===== config.mk =====
export PLATFORM = sky130hd
export DESIGN_NAME = uwk_top
export DESIGN_NICKNAME = d
export VERILOG_FILES = /design/src/rtl/uwk_pkg.sv /design/src/rtl/uwk_buf.sv /design/src/rtl/uwk_top.sv
export VERILOG_INCLUDE_DIRS = /design/src /design/src/rtl
export SDC_FILE = /design/constraint.sdc
export NUM_CORES = 1
export LEC_CHECK = 0
export BUFFER_PORTS_ARGS = -buffer_cell sky130_fd_sc_hd__buf_2
export CORE_ASPECT_RATIO = 0.9
export CORE_MARGIN = 2
export CORE_UTILIZATION = 30
export DETAILED_ROUTE_END_ITERATION = 10
export PLACE_DENSITY = 0.5
export SLEW_MARGIN = 20
export SYNTH_ARGS = -nofsm -noshare
export SYNTH_HDL_FRONTEND = slang
export SYNTH_SLANG_ARGS = --single-unit

===== constraint.sdc =====
create_clock -name mclk_i -period 5 [get_ports mclk_i]
set_clock_uncertainty 0.2 [all_clocks]
set_input_delay 0 -clock mclk_i [delete_from_list [all_inputs] [get_ports mclk_i]]
set_output_delay 0 -clock mclk_i [all_outputs]
set_load 0.005 [all_outputs]

===== src/rtl/uwk_regs.svh =====
// Register offsets, field positions, reset values and timing figures of the wake-up block
`ifndef UWK_REGS_SVH
`define UWK_REGS_SVH

`define UWK_OFS_CTRL 8'h00
`define UWK_OFS_TMO 8'h04
`define UWK_OFS_STAT 8'h08
`define UWK_OFS_DROP 8'h0c

`define UWK_CTRL_MODE_LSB 0
`define UWK_CTRL_MODE_MSB 1
`define UWK_CTRL_HWFC_BIT 2
`define UWK_CTRL_ABD_BIT 3

`define UWK_STAT_STATE_LSB 0
`define UWK_STAT_STATE_MSB 1
`define UWK_STAT_PORT_BIT 2
`define UWK_STAT_CTS_BIT 3
`define UWK_STAT_RTS_BIT 4
`define UWK_STAT_CALL_BIT 5

`define UWK_MODE_OFF 2'h0
`define UWK_MODE_CYCLIC 2'h1
`define UWK_MODE_RTS 2'h2

`define UWK_RST_MODE 2'h0
`define UWK_RST_HWFC 1'h0
`define UWK_RST_ABD 1'h0
`define UWK_RST_TMO 16'h07d0
`define UWK_TMO_MIN 16'h0028
`define UWK_TMO_MAX 16'hfde8

`define UWK_CHAR_CR 8'h0d

`define UWK_FRAME_US 4615
`define UWK_WAKE_MS 20
`define UWK_CLK_MHZ 200

`endif


===== src/rtl/uwk_pkg.sv =====
// Types shared by the wake-up block
`default_nettype none
package uwk_pkg;
  typedef enum logic [1:0] {UWK_IDLE, UWK_WAKING, UWK_ACTIVE} uwk_state_t;
  typedef logic [1:0] uwk_mode_t;
endpackage
`default_nettype wire


===== src/rtl/uwk_buf.sv =====
// Two-entry character buffer with registered outputs on both sides
`default_nettype none
module uwk_buf #(
  parameter int W = 8
) (
  // Clock and reset
  input wire logic mclk_i,
  input wire logic sys_rst_i,
  // Filling side
  input wire logic in_valid_i,
  input wire logic [W-1:0] in_data_i,
  output logic in_ready_o,
  // Draining side
  output logic out_valid_o,
  output logic [W-1:0] out_data_o,
  input wire logic out_ready_i
);
  logic [W-1:0] slot1_r;
  logic full_r;
  logic push_w;
  logic pop_w;
  logic head_v_nxt;
  logic full_nxt;
  logic [W-1:0] head_nxt;
  logic [W-1:0] slot1_nxt;

  assign push_w = in_valid_i & in_ready_o;
  assign pop_w = out_valid_o & out_ready_i;
  // Head moves up from the second slot on a pop, new word lands where room is
  assign head_v_nxt = (pop_w ? full_r : out_valid_o) | push_w;
  assign full_nxt = pop_w ? (full_r & push_w) : (full_r | (push_w & out_valid_o));
  assign head_nxt = pop_w ? (full_r ? slot1_r : in_data_i) : (out_valid_o ? out_data_o : in_data_i);
  assign slot1_nxt = (push_w & ((pop_w & full_r) | (!pop_w & out_valid_o))) ? in_data_i : slot1_r;

  always_ff @(posedge mclk_i or posedge sys_rst_i) begin
    if (sys_rst_i) begin
      out_valid_o <= 1'h0;
      full_r <= 1'h0;
      in_ready_o <= 1'h0;
      out_data_o <= '0;
      slot1_r <= '0;
    end else begin
      out_valid_o <= head_v_nxt;
      full_r <= full_nxt;
      in_ready_o <= !full_nxt;
      out_data_o <= head_nxt;
      slot1_r <= slot1_nxt;
    end
  end
endmodule // uwk_buf
`default_nettype wire


===== src/rtl/uwk_top.sv =====
// Wake-up on received data and inactivity control of the main serial port
`include "uwk_regs.svh"
`default_nettype none
module uwk_top #(
  parameter int unsigned FRAME_CYC = `UWK_FRAME_US * `UWK_CLK_MHZ,
  parameter int unsigned WAKE_CYC = `UWK_WAKE_MS * 1000 * `UWK_CLK_MHZ
) (
  // Clock and reset
  input wire logic mclk_i,
  input wire logic sys_rst_i,
  // Register port
  input wire logic [7:0] reg_addr_i,
  input wire logic [31:0] reg_wdata_i,
  input wire logic reg_wr_i,
  input wire logic reg_rd_i,
  output logic [31:0] reg_rdata_o,
  // Serial line and handshake
  input wire logic rxd_i,
  input wire logic rts_on_i,
  output logic cts_on_o,
  // Characters from the receiver
  input wire logic rx_valid_i,
  input wire logic [7:0] rx_data_i,
  output logic rx_ready_o,
  // Characters delivered to the module
  output logic dat_valid_o,
  output logic [7:0] dat_data_o,
  input wire logic dat_ready_i,
  // Module power control
  input wire logic call_active_i,
  output logic port_en_o,
  output logic module_active_o,
  output uwk_pkg::uwk_state_t pwr_state_o
);
  import uwk_pkg::*;

  localparam logic [31:0] FRAME_LAST = 32'(FRAME_CYC - 1);
  localparam logic [31:0] WAKE_LAST = 32'(WAKE_CYC - 1);

  function automatic logic [15:0] clamp_tmo(input logic [15:0] v);
    if (v < `UWK_TMO_MIN) begin
      clamp_tmo = `UWK_TMO_MIN;
    end else if (v > `UWK_TMO_MAX) begin
      clamp_tmo = `UWK_TMO_MAX;
    end else begin
      clamp_tmo = v;
    end
  endfunction

  // Configuration
  uwk_mode_t cfg_mode_r;
  logic cfg_hwfc_r;
  logic cfg_abd_r;
  logic [15:0] cfg_tmo_r;
  // Power state
  uwk_state_t state_r;
  uwk_state_t state_nxt;
  logic [31:0] wake_cnt_r;
  logic [31:0] frame_cnt_r;
  logic [15:0] frames_left_r;
  logic lead_pend_r;
  logic [7:0] drop_cnt_r;
  // Receive line synchroniser
  logic rxd_s1_r;
  logic rxd_s2_r;
  logic rxd_s3_r;

  // Register decode
  wire sel_ctrl = (reg_addr_i == `UWK_OFS_CTRL);
  wire sel_tmo = (reg_addr_i == `UWK_OFS_TMO);
  wire sel_stat = (reg_addr_i == `UWK_OFS_STAT);
  wire sel_drop = (reg_addr_i == `UWK_OFS_DROP);
  wire uwk_mode_t wr_mode = reg_wdata_i[`UWK_CTRL_MODE_MSB:`UWK_CTRL_MODE_LSB];
  // Reserved mode code keeps the previous setting
  wire uwk_mode_t new_mode = (wr_mode == 2'h3) ? cfg_mode_r : wr_mode;

  // Power-state decisions
  wire rise_w = rxd_s2_r & !rxd_s3_r;
  wire hold_on = (cfg_mode_r == `UWK_MODE_OFF) | call_active_i |
    ((cfg_mode_r == `UWK_MODE_RTS) & rts_on_i);
  wire tmo_done = (frames_left_r == 16'h0000);
  wire take_w = rx_valid_i & rx_ready_o;
  wire active_w = (state_r == UWK_ACTIVE);
  wire lead_drop = cfg_abd_r & lead_pend_r;
  // Nothing passes unless the port is fully awake
  wire push_w = take_w & active_w & port_en_o & !lead_drop;
  wire enter_act = !active_w & (state_nxt == UWK_ACTIVE);
  wire restart_tmo = enter_act | (take_w & active_w);
  wire port_en_nxt = (state_nxt == UWK_ACTIVE);
  // CTS reports the port state whenever it is meaningful to the host
  wire cts_follow = ((cfg_mode_r == `UWK_MODE_RTS) & !rts_on_i) |
    ((cfg_mode_r == `UWK_MODE_CYCLIC) & cfg_hwfc_r);
  wire cts_nxt = cts_follow ? port_en_nxt : 1'h1;

  wire [31:0] stat_w = {26'h0, call_active_i, rts_on_i, cts_on_o, port_en_o, state_r};
  wire [31:0] ctrl_w = {28'h0, cfg_abd_r, cfg_hwfc_r, cfg_mode_r};
  wire [31:0] rd_mux = sel_ctrl ? ctrl_w :
    sel_tmo ? {16'h0, cfg_tmo_r} :
    sel_stat ? stat_w :
    sel_drop ? {24'h0, drop_cnt_r} : 32'h0;

  always_comb begin
    state_nxt = state_r;
    case (state_r)
      UWK_IDLE: begin
        if (hold_on) begin
          state_nxt = UWK_ACTIVE;
        end else if (rise_w) begin
          state_nxt = UWK_WAKING;
        end
      end
      UWK_WAKING: begin
        if (hold_on || wake_cnt_r == 32'h0) begin
          state_nxt = UWK_ACTIVE;
        end
      end
      UWK_ACTIVE: begin
        if (!hold_on && tmo_done) begin
          state_nxt = UWK_IDLE;
        end
      end
      default: state_nxt = UWK_IDLE;
    endcase
  end

  // Synchroniser: first stage feeds only the second
  always_ff @(posedge mclk_i or posedge sys_rst_i) begin
    if (sys_rst_i) begin
      rxd_s1_r <= 1'h1;
      rxd_s2_r <= 1'h1;
      rxd_s3_r <= 1'h1;
    end else begin
      rxd_s1_r <= rxd_i;
      rxd_s2_r <= rxd_s1_r;
      rxd_s3_r <= rxd_s2_r;
    end
  end

  // Configuration writes
  always_ff @(posedge mclk_i or posedge sys_rst_i) begin
    if (sys_rst_i) begin
      cfg_mode_r <= `UWK_RST_MODE;
      cfg_hwfc_r <= `UWK_RST_HWFC;
      cfg_abd_r <= `UWK_RST_ABD;
      cfg_tmo_r <= `UWK_RST_TMO;
    end else if (reg_wr_i && sel_ctrl) begin
      cfg_mode_r <= new_mode;
      // Flow control cannot coexist with the RTS-controlled setting
      cfg_hwfc_r <= reg_wdata_i[`UWK_CTRL_HWFC_BIT] & (new_mode != `UWK_MODE_RTS);
      cfg_abd_r <= reg_wdata_i[`UWK_CTRL_ABD_BIT];
    end else if (reg_wr_i && sel_tmo) begin
      cfg_tmo_r <= clamp_tmo(reg_wdata_i[15:0]);
    end
  end

  // Read data stand only in the cycle after the strobe
  always_ff @(posedge mclk_i or posedge sys_rst_i) begin
    if (sys_rst_i) begin
      reg_rdata_o <= 32'h0;
    end else begin
      reg_rdata_o <= reg_rd_i ? rd_mux : 32'h0;
    end
  end

  // Power state, wake timer and outputs
  always_ff @(posedge mclk_i or posedge sys_rst_i) begin
    if (sys_rst_i) begin
      state_r <= UWK_IDLE;
      wake_cnt_r <= 32'h0;
      port_en_o <= 1'h0;
      cts_on_o <= 1'h0;
      module_active_o <= 1'h0;
      pwr_state_o <= UWK_IDLE;
    end else begin
      state_r <= state_nxt;
      if (state_r == UWK_IDLE) begin
        wake_cnt_r <= WAKE_LAST;
      end else if (state_r == UWK_WAKING && wake_cnt_r != 32'h0) begin
        wake_cnt_r <= wake_cnt_r - 32'h1;
      end
      port_en_o <= port_en_nxt;
      cts_on_o <= cts_nxt;
      module_active_o <= (state_nxt != UWK_IDLE);
      pwr_state_o <= state_nxt;
    end
  end

  // Inactivity timer counted in frames
  always_ff @(posedge mclk_i or posedge sys_rst_i) begin
    if (sys_rst_i) begin
      frame_cnt_r <= 32'h0;
      frames_left_r <= `UWK_RST_TMO;
    end else if (restart_tmo) begin
      frame_cnt_r <= 32'h0;
      frames_left_r <= cfg_tmo_r;
    end else if (active_w && !tmo_done) begin
      if (frame_cnt_r == FRAME_LAST) begin
        frame_cnt_r <= 32'h0;
        frames_left_r <= frames_left_r - 16'h1;
      end else begin
        frame_cnt_r <= frame_cnt_r + 32'h1;
      end
    end
  end

  // Leading-character tracking and discard count
  always_ff @(posedge mclk_i or posedge sys_rst_i) begin
    if (sys_rst_i) begin
      lead_pend_r <= 1'h1;
      drop_cnt_r <= 8'h00;
    end else begin
      // A line ending arms the discard for the next line's extra character
      if (push_w && rx_data_i == `UWK_CHAR_CR) begin
        lead_pend_r <= 1'h1;
      end else if (enter_act) begin
        // After a wake the wake character itself served as the extra one
        lead_pend_r <= (state_r == UWK_IDLE);
      end else if (take_w && active_w) begin
        lead_pend_r <= 1'h0;
      end
      if (reg_wr_i && sel_drop) begin
        drop_cnt_r <= (take_w && !push_w) ? 8'h01 : 8'h00;
      end else if (take_w && !push_w && drop_cnt_r != 8'hff) begin
        drop_cnt_r <= drop_cnt_r + 8'h01;
      end
    end
  end

  uwk_buf #(
    .W(8)
  ) u_buf (
    .mclk_i(mclk_i),
    .sys_rst_i(sys_rst_i),
    .in_valid_i(push_w),
    .in_data_i(rx_data_i),
    .in_ready_o(rx_ready_o),
    .out_valid_o(dat_valid_o),
    .out_data_o(dat_data_o),
    .out_ready_i(dat_ready_i)
  );
endmodule // uwk_top
`default_nettype wire


==> metrics.md, run 1 <==
| Metric | Value |
|---|---|
| Status | finished clean |
| RSZ-0062 raised after global routing | no |
| Maximum single-stage delay on the critical path | between 0.6 and 0.7 ns |
| Starting DRC count in detailed routing | about 420 |
| Final critical-path setup slack | between 1.5 and 2 ns |
| Cell with the largest stage delay on the worst path | sky130_fd_sc_hd__or4b_2 |
| I/O Pins | around 100 |
| Total die area | between 20000 and 30000 um2 |
| Yosys warnings | 0 |
| Crit path time final | about 3.4 ns |
| Combined global-route utilization of all metal layers | ~15% |
| Endpoint with the worst hold slack | rxd_s1_r |
| Power per cell area | roughly 390 nW/um2 |
| Gate count after technology mapping | approximately 800 |
| Die extent in x | approximately 170 um |
| Leakage power summed over all cells | between 4 and 5 nW |
| Buffer levels on the longest clock path | 2 |
| Vias post-DR | about 6.3k |
| Maximum number of pins on one net before global-route repair | 110 |
| Layout cells sized above 1 | 16.6% |
| Leading register cell type out of synthesis | sky130_fd_sc_hd__dfrtp_1 |
| Clock transition at the registers of the reported paths | 0.07 ns |
| Antenna violations before repair | 0 |
| Largest voltage drop on the vdd net | 0.258 mV |
| Number of enable-type register cells in the synthesized netlist | 0 |
| Setup WS pre-CTS | approximately 1.5 ns |
| Drc violations | 0 |
| Slew @ Worst Pin | approximately 0.9 ns |
| TritonCTS Buffers | 17 |
| Kind of critical path | reg2reg |
| Root buffer selected by CTS | sky130_fd_sc_hd__clkbuf_16 |
| Depth of the worst register-to-register path | 9 |
| Count of distinct cell types in the synthesized netlist | between 50 and 60 |
| Placer's final routability congestion estimate | between 0.7 and 0.8 |
| Insertion delay to the later sink of the worst-skew pair | ~0.43 ns |
| Maximum frequency from static timing analysis | 290 MHz |
| Category of the worst setup path capture point | flop |
| Detail-routed via count per cell | between 4 and 5 |
| Number of nets in the layout | between 900 and 1k |
| Total gr overflow | 0 |
| Via count of the first global-routing pass | a little over 6k |
| Sink Count | 152 |
| # port buffers | 71 |
| Final worst path period share | 69.0% |
| Number of failing setup endpoints in the final timing report | 0 |
| H-tree depth | 4 |
| Sum of negative setup slack | 0 ns |
| Required time at the worst-slack endpoint | about 5 ns |
| Cell depth of the worst hold path | 2 |
| Area added between synthesis and finish | 22.8% |
| # rows | 55 |
| Source of the worst register-to-register timing path | wake_cnt_r[0] |
| Sequential area share after synthesis | between 40 and 50% |
| Routed wire length | 19200 um |
| CP Launch Type | flop |
| Final Hold Violating Endpoints | 0 |
| Hold path startpoint | rxd_i |
| Count of pins over their slew limit | 0 |
| Share of synthesized registers carrying an async set or reset | 100% |
| Mapped Avg Cell Area | between 9 and 10 um2 |
| Total of max-cap violations | 0 |
| Worst setup slack for register-to-register paths | about 1.6 ns |
| Data arrival at the endpoint of the critical path | 3.52 ns |
| Path category of the worst min-delay check | in2reg |
| Global-route wire length before repair | 32500 um |
| Initial Utilization | between 30% and 40% |
| Number of iterations in the first detailed-routing pass | 7 |
| Post-detail-place hpwl | 13000 um |
| TritonCTS clock tree | built |
| Worst r2r dst | frame_cnt_r[18] |
| Max-slew headroom | 41.1% |
| Worst hold slack | 0.0300 ns |
| Resize count post-CTS | 0 |
| Area of the mapped netlist | ~7700 um2 |
| Worst path cell trace | inv_1 -> ha_1 -> or4b_2 -> or4_4 -> nor3_4 -> buf_4 -> nor3_1 -> nand2_1 -> nor2_1 |
| Critical path peak fanout | 21 |
| Antenna diode count | 0 |
| Post-detailed-route wirelength per cell | ~15 um |
| Register bit total from synthesis | between 150 and 200 |
| Total core area | 25200 um2 |
| Y dimension of the die | 156 um |
| Number of antenna-violating nets in the routed design | 0 |
cell type report:
class	count	area [um2]
Clock buffer	18	429
Multi-Input combinational cell	594	3610
Timing Repair Buffer	132	946
Clock inverter	14	139
Sequential cell	152	3820
Fill cell	2594	15700
Tap cell	342	428
Inverter	20	82.6
kinds of logic (layout without fill, tap and decap cells):
logic type               after synthesis  in the layout  share of synthesized area, %
buffers and inverters                 68            184                          4.27
multiplexers                          21             21                          3.56
AO/OA/AOI/OAI                        142            142                          11.6
AND/OR/NAND/NOR                      352            352                          23.5
other                                  1             16                        0.0487
XOR/XNOR                              58             58                          6.59
adder cells (fa/ha/maj)                5              5                         0.812
flip-flops                           152            152                          49.6
report_power, final:
group / leakage [nW] / switching (W) / internal (W)
Clock: 0.270 / 0.000561 / 0.000697
Combinational: 1.87 / 0.000456 / 0.000329
Sequential: 1.94 / 0.000189 / 0.00142
Total: 4.08 / 0.00121 / 0.00244
worst max path at each step:
stage,start,endpoint,slack (ns)
2_1_floorplan,sys_rst_i,cfg_abd_r,0.73
3_3_place_gp,wake_cnt_r[0],frame_cnt_r[27],1.57
3_5_place_dp,wake_cnt_r[0],frame_cnt_r[20],1.53
4_1_cts,wake_cnt_r[0],frame_cnt_r[18],1.51
5_1_grt,wake_cnt_r[0],frame_cnt_r[23],1.28
6_report,wake_cnt_r[0],frame_cnt_r[18],1.55
layer usage:
metal  up-vias  GRT usage [%]  routed length [um]
met3        17           3.19                 784
met5         -              0                   0
met4         0           3.59                 174
li1       3091              -                   -
met1      3027           21.5                9800
met2       122           22.5                8430
critical path: cells and delay by family (launching register included):
| family | cells | cell delay (ns) |
|---|---|---|
| flops | 1 | 0.42 |
| buf+inv | 2 | 0.33 |
| simple gates | 6 | 2.03 |
| fa+ha+maj | 1 | 0.30 |
stage by stage:
| step | std cells | area, um2 | total power (W) | utilization (%) |
|---|---|---|---|---|
| 2_1_floorplan | 814 | 7760 | 0.00213 | - |
| 3_3_place_gp | 1187 | 8360 | 0.00238 | 33.2 |
| 3_5_place_dp | 1187 | 8360 | 0.00239 | 33.2 |
| 4_1_cts | 1272 | 9460 | 0.00369 | 37.6 |
| 5_1_grt | 1272 | 9460 | 0.00388 | 37.6 |
| 6_report | 1272 | 9460 | 0.00365 | 37.6 |
registers in the layout, indices dropped and copies added, names as in the netlist, 2 cells and up:
signal,count
frame_cnt_r,32
wake_cnt_r,32
cfg_tmo_r,16
frames_left_r,16
reg_rdata_o,16
drop_cnt_r,8
u_buf.out_data_o,8
u_buf.slot1_r,8
cfg_mode_r,2
state_r,2
cell usage in the layout, fill, tap and decap left out, types with 8 or more instances in the layout:
master | Yosys | final
sky130_fd_sc_hd__nor4b_1 | 8 | 8
sky130_fd_sc_hd__nand2_1 | 88 | 88
sky130_fd_sc_hd__dfstp_2 | 16 | 16
sky130_fd_sc_hd__o31ai_1 | 9 | 9
sky130_fd_sc_hd__clkbuf_16 | 0 | 17
sky130_fd_sc_hd__or3_1 | 9 | 9
sky130_fd_sc_hd__o21ai_0 | 42 | 42
sky130_fd_sc_hd__nand4_1 | 21 | 21
sky130_fd_sc_hd__nor3_1 | 18 | 17
sky130_fd_sc_hd__o311ai_0 | 14 | 14
sky130_fd_sc_hd__nor4_1 | 17 | 17
sky130_fd_sc_hd__nor2_1 | 84 | 84
sky130_fd_sc_hd__buf_2 | 4 | 71
sky130_fd_sc_hd__mux2_2 | 11 | 11
sky130_fd_sc_hd__a21oi_1 | 29 | 29
sky130_fd_sc_hd__dfrtp_1 | 136 | 136
sky130_fd_sc_hd__conb_1 | 1 | 16
sky130_fd_sc_hd__and2_1 | 12 | 12
sky130_fd_sc_hd__o22ai_1 | 17 | 17
sky130_fd_sc_hd__nand3_1 | 34 | 34
sky130_fd_sc_hd__and3_1 | 20 | 20
sky130_fd_sc_hd__xor2_1 | 47 | 47
sky130_fd_sc_hd__buf_4 | 18 | 8
sky130_fd_sc_hd__inv_1 | 20 | 19
sky130_fd_sc_hd__xnor2_1 | 11 | 11
sky130_fd_sc_hd__dlygate4sd3_1 | 0 | 53
cell usage after synthesis, drive strengths merged, types with 8 or more instances:
cell / number / area share (%)
dfrtp: 136 / 44
nand2: 88 / 4.3
nor2: 84 / 4.1
xor2: 47 / 5.3
o21ai: 44 / 2.9
nand3: 34 / 2.2
a21oi: 29 / 1.9
clkbuf: 25 / 1.2
buf: 23 / 2.1
nand4: 21 / 1.7
and3: 20 / 1.6
inv: 20 / 0.97
nor3: 19 / 1.4
nor4: 17 / 1.4
o22ai: 17 / 1.4
dfstp: 16 / 5.5
o311ai: 14 / 1.6
and2: 12 / 0.97
mux2: 11 / 1.6
xnor2: 11 / 1.3
or3: 10 / 0.83
o31ai: 9 / 0.88
or4: 9 / 1.0
nor4b: 8 / 0.91
repair_timing:
| item | CTS | global route |
|---|---|---|
| hold buffers | 53 | 0 |
| endpoints found under the hold margin | 158 | 0 |
| buffers inserted | 0 | 0 |
(Power assumes the default switching activity.)
==> run 2: changes to the inputs <==
Settings changed: PLACE_DENSITY 0.5 to 0.52.
Clock period 5 ns to 3.1 ns, I/O delays scaled along.
==> run 2 against run 1 <==
Against the previous run: global-route usage decreased by 0.21 points; wire length about the same; largest cell class unchanged; non-clock buffer count increased by 30; critical path type unchanged; register-to-register slack got worse by 1.4 ns; setup slack got worse by 1.4 ns; maximum frequency increased by 17%; the flow now finishes with violations (negative hold slack); sequential power increased by 61%; first-iteration DRC count decreased by 5.5%; clock-buffer cell count unchanged; clock power increased by 55%.
==> metrics.md, run 2 (synthesis gave the netlist of run 1 again) <==
| Metric | Value |
|---|---|
| TritonCTS clock tree | built |
| Flop pwr share | 44.1% (about the same) |
| Most frequent cells in the layout | sky130_fd_sc_hd__dfrtp_1, sky130_fd_sc_hd__nand2_1, sky130_fd_sc_hd__nor2_1 |
| Count of pins over their slew limit | 0 (unchanged) |
| TritonCTS Buffers | 17 (unchanged) |
| Antenna violations before repair | 0 (unchanged) |
| Status | finished with violations |
| Number of failing setup endpoints in the final timing report | 0 (unchanged) |
| Crit path time final | 2.95 ns (-0.501 ns) |
| Maximum single-stage delay on the critical path | 0.58 ns (-0.03 ns) |
| Vias post-DR | 6400 (+2.3%) |
| Insertion delay to the later sink of the worst-skew pair | 0.42 ns (about the same) |
| Die extent in x | 173 um (unchanged) |
| Switch Pwr | 0.00193 W (+60%) |
| H-tree depth | 4 (unchanged) |
| Clock power share | 33.2% (-1.3 points) |
| Root buffer selected by CTS | sky130_fd_sc_hd__clkbuf_16 |
| Most common cell after layout, fill and taps aside | sky130_fd_sc_hd__dfrtp_1 |
| Sum of negative setup slack | 0 ns (unchanged) |
| Worst hold slack | -0.0304 ns (-0.0605 ns) |
| Total gr overflow | 0 (unchanged) |
| Critical path peak fanout | 6 (-71%) |
| Violated checks | negative hold slack |
| Area added between synthesis and finish | 26.8% |
| Maximum frequency from static timing analysis | 339 MHz (+17%) |
| Leakage power summed over all cells | 4.24 nW (+3.9%) |
| Power per cell area | 601 nW/um2 (+56%) |
| Placer's final routability congestion estimate | 0.779 (-0.89%) |
| Initial Utilization | 30.6% (unchanged) |
| Category of the worst setup path capture point | flop |
| CP Launch Type | flop |
| Number of iterations in the first detailed-routing pass | 5 (-2) |
| Post-detailed-route wirelength per cell | 14.7 um (-2.3%) |
| Y dimension of the die | 156 um (unchanged) |
| Buffer levels on the longest clock path | 2 (unchanged) |
| Internal power | 0.00394 W (+61%) |
| Final worst path period share | 95.1% (+26 points) |
| Cell with the largest stage delay on the worst path | sky130_fd_sc_hd__or4b_2 |
| Routed wire length | 19200 um (about the same) |
| Final Hold Violating Endpoints | 3 (+3) |
| Worst path cell trace | inv_1 -> ha_1 -> or4b_2 -> or4_4 -> or3_4 -> or4_1 -> a21oi_1 |
| # rows | 55 (unchanged) |
| Clock transition at the registers of the reported paths | 0.07 ns (about the same) |
| Sink Count | 152 (unchanged) |
| I/O Pins | 104 (unchanged) |
| Cell family contributing the most delay on the critical path | simple AND/OR/NAND/NOR gates |
| Largest voltage drop on the vdd net | 0.430 mV (+67%) |
| Combined global-route utilization of all metal layers | 14.6% (-0.21 points) |
| Path category of the worst min-delay check | in2reg |
| Post-detail-place hpwl | 12800 um (-1.3%) |
| Total core area | 25200 um2 (unchanged) |
| Slew @ Worst Pin | 0.825 ns (-0.0507 ns) |
| Regs by FF count | frame_cnt_r (32), wake_cnt_r (32) |
| Total die area | 27000 um2 (unchanged) |
| Net switching share of the total power | 32.9% (-0.093 points) |
| # port buffers | 71 (unchanged) |
| Detail-routed via count per cell | 4.92 (about the same) |
| Placed cell count | 1205 (+1.5%) |
| Final critical-path setup slack | 0.153 ns (-1.40 ns) |
| Layout cells sized above 1 | 18.5% (+2.0 points) |
| Number of antenna-violating nets in the routed design | 0 (unchanged) |
| Setup WS pre-CTS | 0.120 ns (-1.41 ns) |
| Data arrival at the endpoint of the critical path | 3.09 ns (-0.43 ns) |
| Max-slew headroom | 45.0% (+3.9 points) |
| Maximum number of pins on one net before global-route repair | 153 (+39%) |
| Global-route wire length before repair | 32400 um (-0.36%) |
| Total of max-cap violations | 0 (unchanged) |
| Comb power frac | 22.7% (+1.2 points) |
| Via count of the first global-routing pass | 6274 (+0.74%) |
| Number of nets in the layout | 1009 (+3.1%) |
| Drc violations | 0 (unchanged) |
| Kind of critical path | reg2reg |
| Required time at the worst-slack endpoint | 3.24 ns (-1.83 ns) |
| Starting DRC count in detailed routing | 396 (-5.5%) |
| RSZ-0062 raised after global routing | no |
| Antenna diode count | 0 (unchanged) |
| Non-filler instance count after layout | 1302 (+2.4%) |
| Bufs and invs on worst path | 1 (-1) |
| Number of inserted filler cells in the final layout | 2540 (-2.1%) |
[run 2: what timing repair did]
item / in CTS / in global routing
resized for setup: 0 / 8
setup buffers: 0 / 2
endpoints found under the setup margin: 0 / 7
endpoints found under the hold margin: 197 / 7
hold buffers: 62 / 2
[run 2: worst paths after layout]
path | slack (ns) | depth (start not counted) | to | startpoint
max in group asynchronous | 1.92 | 4 | frames_left_r[13] | sys_rst_i
setup / recovery | 0.15 | 7 | wake_cnt_r[22] | wake_cnt_r[1]
setup reg to reg | 0.15 | 7 | wake_cnt_r[22] | wake_cnt_r[1]
hold reg to reg | 0.16 | 0 | rxd_s2_r | rxd_s1_r
hold / removal | -0.03 | 6 | reg_rdata_o[9] | reg_addr_i[6]
min in group asynchronous | 0.15 | 4 | wake_cnt_r[18] | sys_rst_i
[run 2: worst reg2reg max path, stage by stage, from the launching register on]
cell and delay (ns):
sky130_fd_sc_hd__dfrtp_1 0.41, sky130_fd_sc_hd__inv_1 0.06, sky130_fd_sc_hd__ha_1 0.16, sky130_fd_sc_hd__or4b_2 0.58, sky130_fd_sc_hd__or4_4 0.47, sky130_fd_sc_hd__or3_4 0.42
sky130_fd_sc_hd__or4_1 0.41, sky130_fd_sc_hd__a21oi_1 0.16
[run 2: final cells by class]
class                           instances  area (um2)  area share, %
Sequential cell                       152        3820           39.1
Inverter                               20        78.8          0.807
Timing Repair Buffer                  162        1250           12.8
Tap cell                              342         428           4.38
Clock inverter                         14         115           1.18
Multi-Input combinational cell        594        3630           37.2
Clock buffer                           18         439           4.49
[run 2: stage by stage]
stage | util, % | power (W) | cell area, um2
final | 38.8 | 0.00587 | 9770
after global routing | 38.8 | 0.00624 | 9770
after CTS | 38.6 | 0.00593 | 9720
after detailed placement | 33.9 | 0.00391 | 8550
after global placement | 33.9 | 0.00388 | 8550
after floorplan | - | 0.00343 | 7770
[run 2: per-layer routing]
layer	share of wire (%)	global-route usage, %	wire [um]
met2	44	22.2	8460
met1	52	21.6	9940
met3	3.4	2.68	645
met4	0.75	3.19	143
met5	0	0	0
[run 2: power groups by stage]
stage / Sequential (W) / Clock, W / Combinational (W)
finish: 0.00259 / 0.00195 / 0.00133
global route: 0.00264 / 0.00209 / 0.00152
CTS: 0.00259 / 0.00200 / 0.00135
detailed placement: 0.00261 / 0 / 0.00129
global placement: 0.00261 / 0 / 0.00127
floorplan: 0.00252 / 0 / 0.000915
